==> config.mk <==
export PLATFORM = sky130hd
export DESIGN_NAME = external_memory_bus
export DESIGN_NICKNAME = d
export VERILOG_FILES = /design/src/hw/ext_bus_pkg.sv /design/src/hw/external_memory_bus.sv
export SDC_FILE = /design/constraint.sdc
export NUM_CORES = 1
export LEC_CHECK = 0
export ABC_AREA = 1
export BUFFER_PORTS_ARGS = -buffer_cell sky130_fd_sc_hd__buf_2
export CAP_MARGIN = 20
export CORE_MARGIN = 5
export CORE_UTILIZATION = 51
export DETAILED_ROUTE_END_ITERATION = 8
export PLACE_DENSITY_LB_ADDON = 0.05
export SLEW_MARGIN = 20
export SYNTH_ARGS = -nofsm -noshare
export SYNTH_HDL_FRONTEND = slang
export SYNTH_SLANG_ARGS = --single-unit
==> constraint.sdc <==
create_clock -name clk -period 1.8 [get_ports clk]
set_input_delay 0.09 -clock clk [delete_from_list [all_inputs] [get_ports clk]]
set_output_delay 0.09 -clock clk [all_outputs]
set_load 0.02 [all_outputs]
==> src/hw/ext_bus_pkg.sv <==
// shared constants and carrier types for the external memory bus block
package ext_bus_pkg;
  localparam logic [7:0]  PORT_RESET      = 8'hff;
  localparam logic [7:0]  LOW_FILL        = 8'hff;
  localparam logic [15:0] LIMIT_8K        = 16'h1fff;
  localparam logic [15:0] LIMIT_16K       = 16'h3fff;
  localparam logic [15:0] LIMIT_32K       = 16'h7fff;
  localparam logic [1:0]  VARIANT_8K      = 2'h0;
  localparam logic [1:0]  VARIANT_16K     = 2'h1;
  localparam logic [1:0]  VARIANT_32K     = 2'h2;
  localparam int          RD_STROBE_BIT   = 7;
  localparam int          WR_STROBE_BIT   = 6;
  localparam logic [1:0]  KIND_FETCH      = 2'h0;
  localparam logic [1:0]  KIND_READ       = 2'h1;
  localparam logic [1:0]  KIND_WRITE      = 2'h2;

  typedef struct packed {
    logic [1:0]  kind;
    logic        wide;
    logic [15:0] addr;
    logic [7:0]  wdata;
  } req_type;

  typedef enum logic [2:0] {
    ST_IDLE  = 3'b000,
    ST_ADDR  = 3'b001,
    ST_LATCH = 3'b010,
    ST_SETUP = 3'b011,
    ST_STROB = 3'b100,
    ST_HOLD  = 3'b101
  } state_type;
endpackage

==> src/hw/external_memory_bus.sv <==
// external program and data memory bus sequencer with port latch handling
// Function
// - code fetches use program_fetch_strobe as their only read strobe.
// - data reads and writes strobe via port three bits 7 and 6.
// - fetches use 16-bit address; data uses 16-bit pointer or 8-bit index form.
// - 16-bit access drives upper byte on high_port, strongly, whole cycle.
// - high_port latch untouched by address output, reappears after access.
// - 8-bit access keeps high_port latch on pins for paging.
// - low_port multiplexes address low and data, both drivers active.
// - low address byte valid at falling edge of address_latch_strobe.
// - write data on low_port before store strobe, held after release.
// - read byte captured just before data_read_strobe releases.
// - any external access loads all ones into the low_port latch.
// - software low_port writes ignored while any external access is running.
// - fetch externally if external_access_select or pc above variant limit.
// - external execution drives all high_port bits with pc upper byte only during each fetch access.
`timescale 1ns/1ns
`default_nettype none
module external_memory_bus (
  input  wire logic                 clk,            // core clock, 250 MHz
  input  wire logic                 rst,            // synchronous reset, high
  input  wire logic                 ce,             // clock enable, freezes all state
  input  wire logic                 ext_access_n,   // external_access_select, active low
  input  wire logic [1:0]           variant,        // internal program size selector
  input  wire logic                 req_valid,      // core access request
  input  wire ext_bus_pkg::req_type req,            // request fields
  output logic                      req_ready,      // block idle, request taken
  output logic                      done,           // one-cycle pulse, access over
  output logic [7:0]                rdata,          // byte captured from low_port
  output logic                      fetch_external, // pc fetch must go external
  input  wire logic                 low_wr,         // software write to low_port latch
  input  wire logic [7:0]           low_wdata,      // software data for low_port latch
  input  wire logic                 high_wr,        // software write to high_port latch
  input  wire logic [7:0]           high_wdata,     // software data for high_port latch
  input  wire logic                 p3_latch_rd,    // port three bit 7 latch value
  input  wire logic                 p3_latch_wr,    // port three bit 6 latch value
  output logic [7:0]                low_latch,      // low_port latch value
  output logic [7:0]                high_latch,     // high_port latch value
  input  wire logic [7:0]           low_in,         // low_port pin levels
  output logic [7:0]                low_out,        // low_port output value
  output logic [7:0]                low_oe_n,       // low_port enables, low drives
  output logic [7:0]                high_out,       // high_port pin value
  output logic                      high_strong,    // high_port strong pullups for ones
  output logic                      address_latch_strobe, // address latch strobe, high
  output logic                      program_fetch_strobe_n, // program fetch strobe, low
  output logic                      data_read_strobe_n,  // port three bit 7 pin
  output logic                      data_store_strobe_n  // port three bit 6 pin
);
  ext_bus_pkg::state_type state_ff;
  ext_bus_pkg::state_type nxt_state;
  ext_bus_pkg::req_type   cur_ff;
  logic                   ready_ff;
  logic [7:0]             low_latch_ff;
  logic [7:0]             high_latch_ff;
  logic [7:0]             rdata_ff;
  logic                   done_ff;
  logic                   fetch_ext_ff;
  logic [7:0]             low_out_ff;
  logic [7:0]             low_oe_n_ff;
  logic [7:0]             high_out_ff;
  logic                   strong_ff;
  logic                   addr_strb_ff;
  logic                   fetch_strb_n_ff;
  logic                   rd_strb_n_ff;
  logic                   wr_strb_n_ff;

  // request side and the access in progress
  wire                       busy      = state_ff != ext_bus_pkg::ST_IDLE;
  wire                       start     = req_valid && !busy;
  wire ext_bus_pkg::req_type nxt_cur   = start ? req : cur_ff;
  wire                       is_fetch  = cur_ff.kind == ext_bus_pkg::KIND_FETCH;
  wire                       is_read   = cur_ff.kind == ext_bus_pkg::KIND_READ;
  wire                       is_write  = cur_ff.kind == ext_bus_pkg::KIND_WRITE;
  wire                       in_strobe = state_ff == ext_bus_pkg::ST_STROB;
  wire                       to_strobe = state_ff == ext_bus_pkg::ST_SETUP;

  // variant 3 treated as the largest internal size
  wire [15:0] limit  = (variant == ext_bus_pkg::VARIANT_8K)  ? ext_bus_pkg::LIMIT_8K  :
                       (variant == ext_bus_pkg::VARIANT_16K) ? ext_bus_pkg::LIMIT_16K :
                                                               ext_bus_pkg::LIMIT_32K;
  wire        go_ext = !ext_access_n || (req.addr > limit);

  // address, latch strobe fall, setup, strobe, hold
  always_comb begin
    nxt_state = state_ff;
    case (state_ff)
      ext_bus_pkg::ST_IDLE:  nxt_state = start ? ext_bus_pkg::ST_ADDR : ext_bus_pkg::ST_IDLE;
      ext_bus_pkg::ST_ADDR:  nxt_state = ext_bus_pkg::ST_LATCH;
      ext_bus_pkg::ST_LATCH: nxt_state = ext_bus_pkg::ST_SETUP;
      ext_bus_pkg::ST_SETUP: nxt_state = ext_bus_pkg::ST_STROB;
      ext_bus_pkg::ST_STROB: nxt_state = ext_bus_pkg::ST_HOLD;
      ext_bus_pkg::ST_HOLD:  nxt_state = ext_bus_pkg::ST_IDLE;
      default:               nxt_state = ext_bus_pkg::ST_IDLE;
    endcase
  end

  // bus access owns the low latch; software writes during it are dropped
  wire [7:0] nxt_low_latch  = (start || busy) ? ext_bus_pkg::LOW_FILL :
                              low_wr ? low_wdata : low_latch_ff;
  wire [7:0] nxt_high_latch = high_wr ? high_wdata : high_latch_ff;
  wire       nxt_ready      = nxt_state == ext_bus_pkg::ST_IDLE;
  wire       nxt_done       = state_ff == ext_bus_pkg::ST_HOLD;
  wire [7:0] nxt_rdata      = (in_strobe && !is_write) ? low_in : rdata_ff;

  // pins are computed for the coming cycle so that each one is a flop
  wire       nxt_fetch    = nxt_cur.kind == ext_bus_pkg::KIND_FETCH;
  wire       nxt_write    = nxt_cur.kind == ext_bus_pkg::KIND_WRITE;
  wire       nxt_wide     = nxt_fetch || nxt_cur.wide;
  wire       nxt_active   = nxt_state != ext_bus_pkg::ST_IDLE;
  wire       nxt_addr_ph  = nxt_state == ext_bus_pkg::ST_ADDR || nxt_state == ext_bus_pkg::ST_LATCH;
  wire       nxt_data_ph  = nxt_write && (nxt_state == ext_bus_pkg::ST_SETUP ||
                            nxt_state == ext_bus_pkg::ST_STROB || nxt_state == ext_bus_pkg::ST_HOLD);
  wire       nxt_drive    = nxt_addr_ph || nxt_data_ph;
  // address stands one cycle before and one after the latch strobe falls
  wire [7:0] nxt_low_out  = nxt_data_ph ? nxt_cur.wdata :
                            nxt_drive   ? nxt_cur.addr[7:0] : low_latch_ff;
  // outside bus mode a latch one floats the pin, so reads see the memory
  wire [7:0] nxt_low_oe_n = nxt_drive ? 8'h00 : low_latch_ff;
  wire [7:0] nxt_high_out = (nxt_active && nxt_wide) ? nxt_cur.addr[15:8] :
                                                       nxt_high_latch;
  wire       nxt_strong   = nxt_active && nxt_wide;
  wire       nxt_fetch_n  = !(to_strobe && is_fetch);
  wire       nxt_rd_n     = (to_strobe && is_read) ? 1'b0 : p3_latch_rd;
  wire       nxt_wr_n     = (to_strobe && is_write) ? 1'b0 : p3_latch_wr;

  always_ff @(posedge clk) begin
    if (rst) begin
      state_ff <= ext_bus_pkg::ST_IDLE;
    end else if (ce) begin
      state_ff <= nxt_state;
    end
  end

  always_ff @(posedge clk) begin
    if (rst) begin
      ready_ff <= 1'b1;
    end else if (ce) begin
      ready_ff <= nxt_ready;
    end
  end

  always_ff @(posedge clk) begin
    if (rst) begin
      cur_ff <= '0;
    end else if (ce) begin
      cur_ff <= nxt_cur;
    end
  end

  always_ff @(posedge clk) begin
    if (rst) begin
      low_latch_ff <= ext_bus_pkg::PORT_RESET;
    end else if (ce) begin
      low_latch_ff <= nxt_low_latch;
    end
  end

  always_ff @(posedge clk) begin
    if (rst) begin
      high_latch_ff <= ext_bus_pkg::PORT_RESET;
    end else if (ce) begin
      high_latch_ff <= nxt_high_latch;
    end
  end

  always_ff @(posedge clk) begin
    if (rst) begin
      rdata_ff <= 8'h00;
    end else if (ce) begin
      rdata_ff <= nxt_rdata;
    end
  end

  always_ff @(posedge clk) begin
    if (rst) begin
      done_ff <= 1'b0;
    end else if (ce) begin
      done_ff <= nxt_done;
    end
  end

  always_ff @(posedge clk) begin
    if (rst) begin
      fetch_ext_ff <= 1'b0;
    end else if (ce) begin
      fetch_ext_ff <= go_ext;
    end
  end

  always_ff @(posedge clk) begin
    if (rst) begin
      low_out_ff <= ext_bus_pkg::PORT_RESET;
    end else if (ce) begin
      low_out_ff <= nxt_low_out;
    end
  end

  always_ff @(posedge clk) begin
    if (rst) begin
      low_oe_n_ff <= 8'hff;
    end else if (ce) begin
      low_oe_n_ff <= nxt_low_oe_n;
    end
  end

  always_ff @(posedge clk) begin
    if (rst) begin
      high_out_ff <= ext_bus_pkg::PORT_RESET;
    end else if (ce) begin
      high_out_ff <= nxt_high_out;
    end
  end

  always_ff @(posedge clk) begin
    if (rst) begin
      strong_ff <= 1'b0;
    end else if (ce) begin
      strong_ff <= nxt_strong;
    end
  end

  always_ff @(posedge clk) begin
    if (rst) begin
      addr_strb_ff <= 1'b0;
    end else if (ce) begin
      addr_strb_ff <= start;
    end
  end

  always_ff @(posedge clk) begin
    if (rst) begin
      fetch_strb_n_ff <= 1'b1;
    end else if (ce) begin
      fetch_strb_n_ff <= nxt_fetch_n;
    end
  end

  always_ff @(posedge clk) begin
    if (rst) begin
      rd_strb_n_ff <= 1'b1;
    end else if (ce) begin
      rd_strb_n_ff <= nxt_rd_n;
    end
  end

  always_ff @(posedge clk) begin
    if (rst) begin
      wr_strb_n_ff <= 1'b1;
    end else if (ce) begin
      wr_strb_n_ff <= nxt_wr_n;
    end
  end

  assign req_ready              = ready_ff;
  assign done                   = done_ff;
  assign rdata                  = rdata_ff;
  assign fetch_external         = fetch_ext_ff;
  assign low_latch              = low_latch_ff;
  assign high_latch             = high_latch_ff;
  assign low_out                = low_out_ff;
  assign low_oe_n               = low_oe_n_ff;
  assign high_out               = high_out_ff;
  assign high_strong            = strong_ff;
  assign address_latch_strobe   = addr_strb_ff;
  assign program_fetch_strobe_n = fetch_strb_n_ff;
  assign data_read_strobe_n     = rd_strb_n_ff;
  assign data_store_strobe_n    = wr_strb_n_ff;
endmodule
`default_nettype wire

# ---- Word level (Yosys, flattened, before mapping)
# Index checks and enable logic that the tools add are counted.
dict set report op_classes {
  n_lt_le_gt_ge 1
  eq_ne 14
  n_mux 14
  reduce_logical 28
}
# op count
set ops {}
lappend ops {{two-way mux 8 bit} 7}
lappend ops {{two-way mux 15 bit} 2}
lappend ops {{two-way mux 27 bit} 1}
lappend ops {{greater-than comparator 16 x 15 -> 1 bit} 1}
lappend ops {{case mux 3 bit (5 select lines)} 1}
lappend ops {{== test 3 x 2 -> 1 bit (second input constant)} 4}
lappend ops {{== test 3 bit (second input constant)} 4}
lappend ops {{logical AND 1 bit} 7}
lappend ops {{logical OR 1 bit} 7}
lappend ops {{== test 3 x 1 -> 1 bit (second input constant)} 2}
lappend ops {{logical NOT 2 bit} 3}
lappend ops {{logical NOT 3 bit} 2}
lappend ops {{nonzero test 3 bit} 2}
lappend ops {{== test 2 x 1 -> 1 bit (second input constant)} 2}
lappend ops {{== test 2 bit (second input constant)} 2}
lappend ops {{logical NOT 1 bit} 4}
lappend ops {{AND reduction 2 bit} 2}
lappend ops {{two-way mux 1 bit} 3}
lappend ops {{nonzero test 2 bit} 1}
dict set report totals {
  regBits 86
  output_inout_bits 56
}

# ---- Depth between registers and ports, before layout
dict set report depth {
  depth_word 12
  ltp_mapped 11
}

# ---- Least setup slack after synthesis
# OpenSTA, ideal clock, no wires.
dict set report synth_path {
  kind {flip-flop to flip-flop}
  from {register state_ff[2]}
  to {register high_out_ff[1], in the netlist high_out[1]}
  arrival_ns 1.288
  path_slack_ns 0.398
  stages_incl_launch_ff 12
  cell_sequence {dfxtp_1 nor2_4 nand3_2 buf_6 nand2_2 nand2_2 nand2_2 nand2_4 nand2_4 nand2_1 nand2_1 nand2_1}
}
dict set report synth_via {
  elab_chain_cells 8
}
# element line_no
set synth_lines {}
lappend synth_lines {{start, declared} external_memory_bus.sv:49} ;# ext_bus_pkg::state_type state_ff;
lappend synth_lines {{start signal, assigned} external_memory_bus.sv:128} ;# state_ff <= ext_bus_pkg::ST_IDLE;
lappend synth_lines {{start signal, assigned} external_memory_bus.sv:130} ;# state_ff <= nxt_state;
lappend synth_lines {{nonzero test 3 bit} external_memory_bus.sv:68} ;# wire busy = state_ff != ext_bus_pkg::ST_IDLE;
lappend synth_lines {{logical NOT 1 bit} external_memory_bus.sv:69} ;# wire start = req_valid && !busy;
lappend synth_lines {{logical AND 1 bit} external_memory_bus.sv:69}
lappend synth_lines {{two-way mux 1 bit or two-way mux 27 bit (tied branches)} {external_memory_bus.sv:87, external_memory_bus.sv:70}}
lappend synth_lines {{case mux 3 bit (5 select lines) or logical NOT 2 bit (tied branches)} {external_memory_bus.sv:86, external_memory_bus.sv:106}}
lappend synth_lines {{nonzero test 3 bit or logical OR 1 bit (tied branches)} {external_memory_bus.sv:109, external_memory_bus.sv:108}}
lappend synth_lines {{logical AND 1 bit} external_memory_bus.sv:119} ;# wire [7:0] nxt_high_out = (nxt_active && nxt_wide) ? nxt_cur.addr[15:8] :
lappend synth_lines {{two-way mux 8 bit *} external_memory_bus.sv:119}
lappend synth_lines {{end signal, assigned} external_memory_bus.sv:208} ;# high_out_ff <= ext_bus_pkg::PORT_RESET;
lappend synth_lines {{end signal, assigned} external_memory_bus.sv:210} ;# high_out_ff <= nxt_high_out;
lappend synth_lines {{end, declared} external_memory_bus.sv:60} ;# logic [7:0] high_out_ff;
# Mark *: on every way between the ends. The rest lies on a longest branch, timed or not.
# A chain may end at the register's enable or synchronous reset.

# ---- Worst setup path in the final report
dict set report layout_path {
  from {register state_ff[2]}
  to {register low_latch_ff[5], in the netlist low_latch[5]}
}
dict set report layout_via {
  elab_chain_cells 6
}
# element line_no
set layout_lines {}
lappend layout_lines {{nonzero test 3 bit *} external_memory_bus.sv:68}
lappend layout_lines {{logical NOT 1 bit} external_memory_bus.sv:69}
lappend layout_lines {{logical AND 1 bit} external_memory_bus.sv:69}
lappend layout_lines {{logical OR 1 bit *} external_memory_bus.sv:98} ;# wire [7:0] nxt_low_latch = (start || busy) ? ext_bus_pkg::LOW_FILL :
lappend layout_lines {{nonzero test 2 bit (no source line)} -}
lappend layout_lines {{AND reduction 2 bit (no source line)} -}
lappend layout_lines {{end signal, assigned} external_memory_bus.sv:152} ;# low_latch_ff <= ext_bus_pkg::PORT_RESET;
lappend layout_lines {{end signal, assigned} external_memory_bus.sv:154} ;# low_latch_ff <= nxt_low_latch;
lappend layout_lines {{end, declared} external_memory_bus.sv:53} ;# logic [7:0] low_latch_ff;
# Marks and branches as above.

==> run_results.csv <==
group,metric,value,unit
yosys,yosysWarnings,0,
yosys,ys_seq_elements,86,
pwr,ir_worst_vdd,0.559,mV
grt,antenna_found_initial,0,
yosys,ys_types,31,
grt,grt_max_degree,72,
grt,grt_pass1_wl,19000,um
final_layout,area_delta_synth_final,27.3,%
clock_network,htreeDepth,3,
yosys,netlist_instances,548,
clock_network,clkTransAtPathRegs,90,ps
yosys,synth_top_area_share,44.4,%
run_status,status,"finished, final reports clean",
timing,fin_hold_ws,24.8,ps
clock_network,post_cts_buffers,0,
critical_path,slowest_delay,350,ps
timing,worst_pin_slew,751,ps
grt,overflow,0,
critical_path,path_class,"flip-flop to flip-flop",
pwr,seqPwrFrac,46.5,%
placement,gp_congestion,0.870,
timing,max_freq,594,MHz
drt,vias_per_cell,5.21,
timing,setup_viol,0,
drt,dr.pass1.iters,5,
critical_path,critPathSlowestCell,"dfxtp_1",
pwr,swShare,30.5,%
critical_path,arrival,1920,ps
final_layout,instances_no_fill,779,
placement,placedCellCount,746,
yosys,netlist_top_cells_area,"dfxtp_1, nand2_1, a21oi_1",
pwr,combPwrFrac,20.6,%
timing,finClkSkew,13.6,ps
clock_network,cts_buffers,9,
timing,rsz0062_at_grt,"no",
yosys,synthTopCellsByCount,"nand2_1, dfxtp_1, a21oi_1",
grt,grt_usage,24.2,%
yosys,synth_top_area_cell,"dfxtp_1",
floorplanning,dieHeight,97.2,um
pwr,cellLeakagePower,2.24,nW
clock_network,clock_latency,350,ps
yosys,synth_edf_count,0,
final_layout,fin_area,4930,um2
floorplanning,die_w,97.2,um
final_layout,antenna_cells,0,
critical_path,endpoint_kind,"flip-flop",
yosys,syn_area_per_cell,7.07,um2
timing,maxSlewViolCount,0,
final_layout,nNetsFinal,739,
yosys,synth_most_common_cell,"nand2_1",
drt,drt-initial-drc-count,296,
pwr,pwr-share-clk,32.9,%
floorplanning,initial_core_util,52.9,%
critical_path,worst_ep_required_time,2040,ps
timing,hold_viol,0,
yosys,syn-cell-area,3880,um2
hold_path,hp-class,"input pin to flip-flop",
clock_network,clock-root-buffer,"clkbuf_8",
placement,placement.cell_area,4540,um2
yosys,postSynth.asyncResetShare,0,%
critical_path,cp_max_fo,9,
grt,first_global_vias,3933,
clock_network,cts_tree,"built",
floorplanning,top_level_ports,118,
yosys,seq_area_frac_synth,44.4,%
critical_path,path_common_cell,"nand2_1",
critical_path,cp-start-kind,"flip-flop",
final_layout,drive_gt1_share,24.0,%
clock_network,cts_sinks,86,
pwr,p_int,3.16,mW
pwr,power_density,921,nW/um2
drt,detail_route.wl_per_cell,14.6,um
floorplanning,fp-row-count,31,
floorplanning,core-area,7330,um2
job,maxCapViolCount,0,
yosys,synth_ff_type,"dfxtp_1",
drt,drc,0,
timing,setup_tns,0,ps
pwr,power_switching,1.39,mW
placement,post-dp-hpwl,7980,um
placement,portBuffers,117,
critical_path,crit_chain,"nor2_4 -> nand2_1 -> nor2_1 -> inv_1 -> or2_1 -> nand2_4 -> inv_2 -> o21ai_0 -> nand2_1",
floorplanning,die_area,9440,um2
clock_network,cts-root-to-sink-buffers,2,
drt,ant_nets,0,
drt,num_vias,4060,
timing,period_minus_slack,1680,ps
pwr,power,4.54,mW
drt,wl,11400,um
timing,slew_headroom,49.9,%
yosys,syn_nets,612,
timing,fin_crit_sh,93.6,%
==> per-layer routing <==
metal,wire [um],vias up,GRT usage [%]
li1,-,2084,-
met1,5270,1854,32.9
met2,5300,108,38.0
met3,669,14,5.24
met4,163,0,8.10
met5,0,-,0
==> critical path: cells and delay by family (launching register included) <==
family / cells / cell delay (ps)
buffers and inverters: 2 / 250
AOI/OAI and AO/OA: 1 / 100
and+or+nand+nor: 6 / 880
DFF: 1 / 350
==> cells in the final DEF, fill, tap and decap left out, drive strengths merged, types with 2 or more instances in the layout <==
cell / synthesis / final
nand3: 43 / 43
bufinv: 0 / 2
clkbuf: 13 / 10
nand4: 12 / 12
nor3: 3 / 3
inv: 32 / 34
nor2: 35 / 35
o31ai: 2 / 2
nand2: 169 / 169
clkinvlp: 0 / 2
o21ai: 45 / 45
a21oi: 72 / 72
o211ai: 2 / 2
buf: 16 / 128
dlygate4sd3: 0 / 17
ha: 2 / 2
a211oi: 11 / 11
dfxtp: 86 / 86
==> cells by family after synthesis <==
kind of cell    Yosys count  share of synthesized area [%]
compound gates          133                           18.4
fa+ha+maj                 2                          0.645
buf+inv                  62                           6.75
flops                    86                           44.4
simple gates            265                           29.8
==> power groups by stage <==
stage / combinational, mW / clock (mW) / sequential, mW
2_1_floorplan: 0.486 / 0 / 2.26
3_3_place_gp: 0.884 / 0 / 2.15
3_5_place_dp: 0.900 / 0 / 2.15
4_1_cts: 0.932 / 1.54 / 2.11
5_1_grt: 1.04 / 1.63 / 2.13
6_report: 0.936 / 1.49 / 2.11
==> state kept, by name (all words and copies together) (netlist names) <==
name	flops
address_latch_strobe	1
cur_ff	27
data_read_strobe_n	1
data_store_strobe_n	1
done	1
fetch_external	1
high_latch	8
high_out	8
high_strong	1
low_latch	8
low_oe_n	8
low_out	8
program_fetch_strobe_n	1
rdata	8
req_ready	1
state_ff	3
==> layout make-up <==
| type | count | area (um2) |
|---|---|---|
| multi-input cells | 400 | 1890 |
| inverters | 33 | 124 |
| clock inverters | 6 | 92.6 |
| repair buffers | 145 | 851 |
| flip-flops and latches | 86 | 1720 |
| well taps | 99 | 124 |
| clock buffers | 10 | 128 |
| fillers | 637 | 2400 |
==> final timing paths <==
check / cells past startpoint / endpoint / slack (ps) / start
worst min register to register: 2 / cur_ff[10] / 460 / cur_ff[10]
worst max register to register: 9 / low_latch[5] / 120 / state_ff[2]
worst min-delay path: 3 / high_latch[2] / 20 / high_wdata[2]
worst max-delay path: 9 / low_latch[5] / 120 / state_ff[2]
==> through the flow <==
stage          setup WS (ps)  utilization (%)
2_1_floorplan            398                -
3_3_place_gp             207             62.0
3_5_place_dp             137             62.0
4_1_cts                  141             67.3
5_1_grt                 21.1             67.3
6_report                 116             67.3
==> repair_timing <==
item | 4_1_cts | 5_1_grt
hold buffers | 17 | 0
gates resized for setup | 0 | 1
setup endpoints to repair | 0 | 6
hold endpoints to repair | 17 | 0
Note: power is estimated with default switching activity, not from simulation.
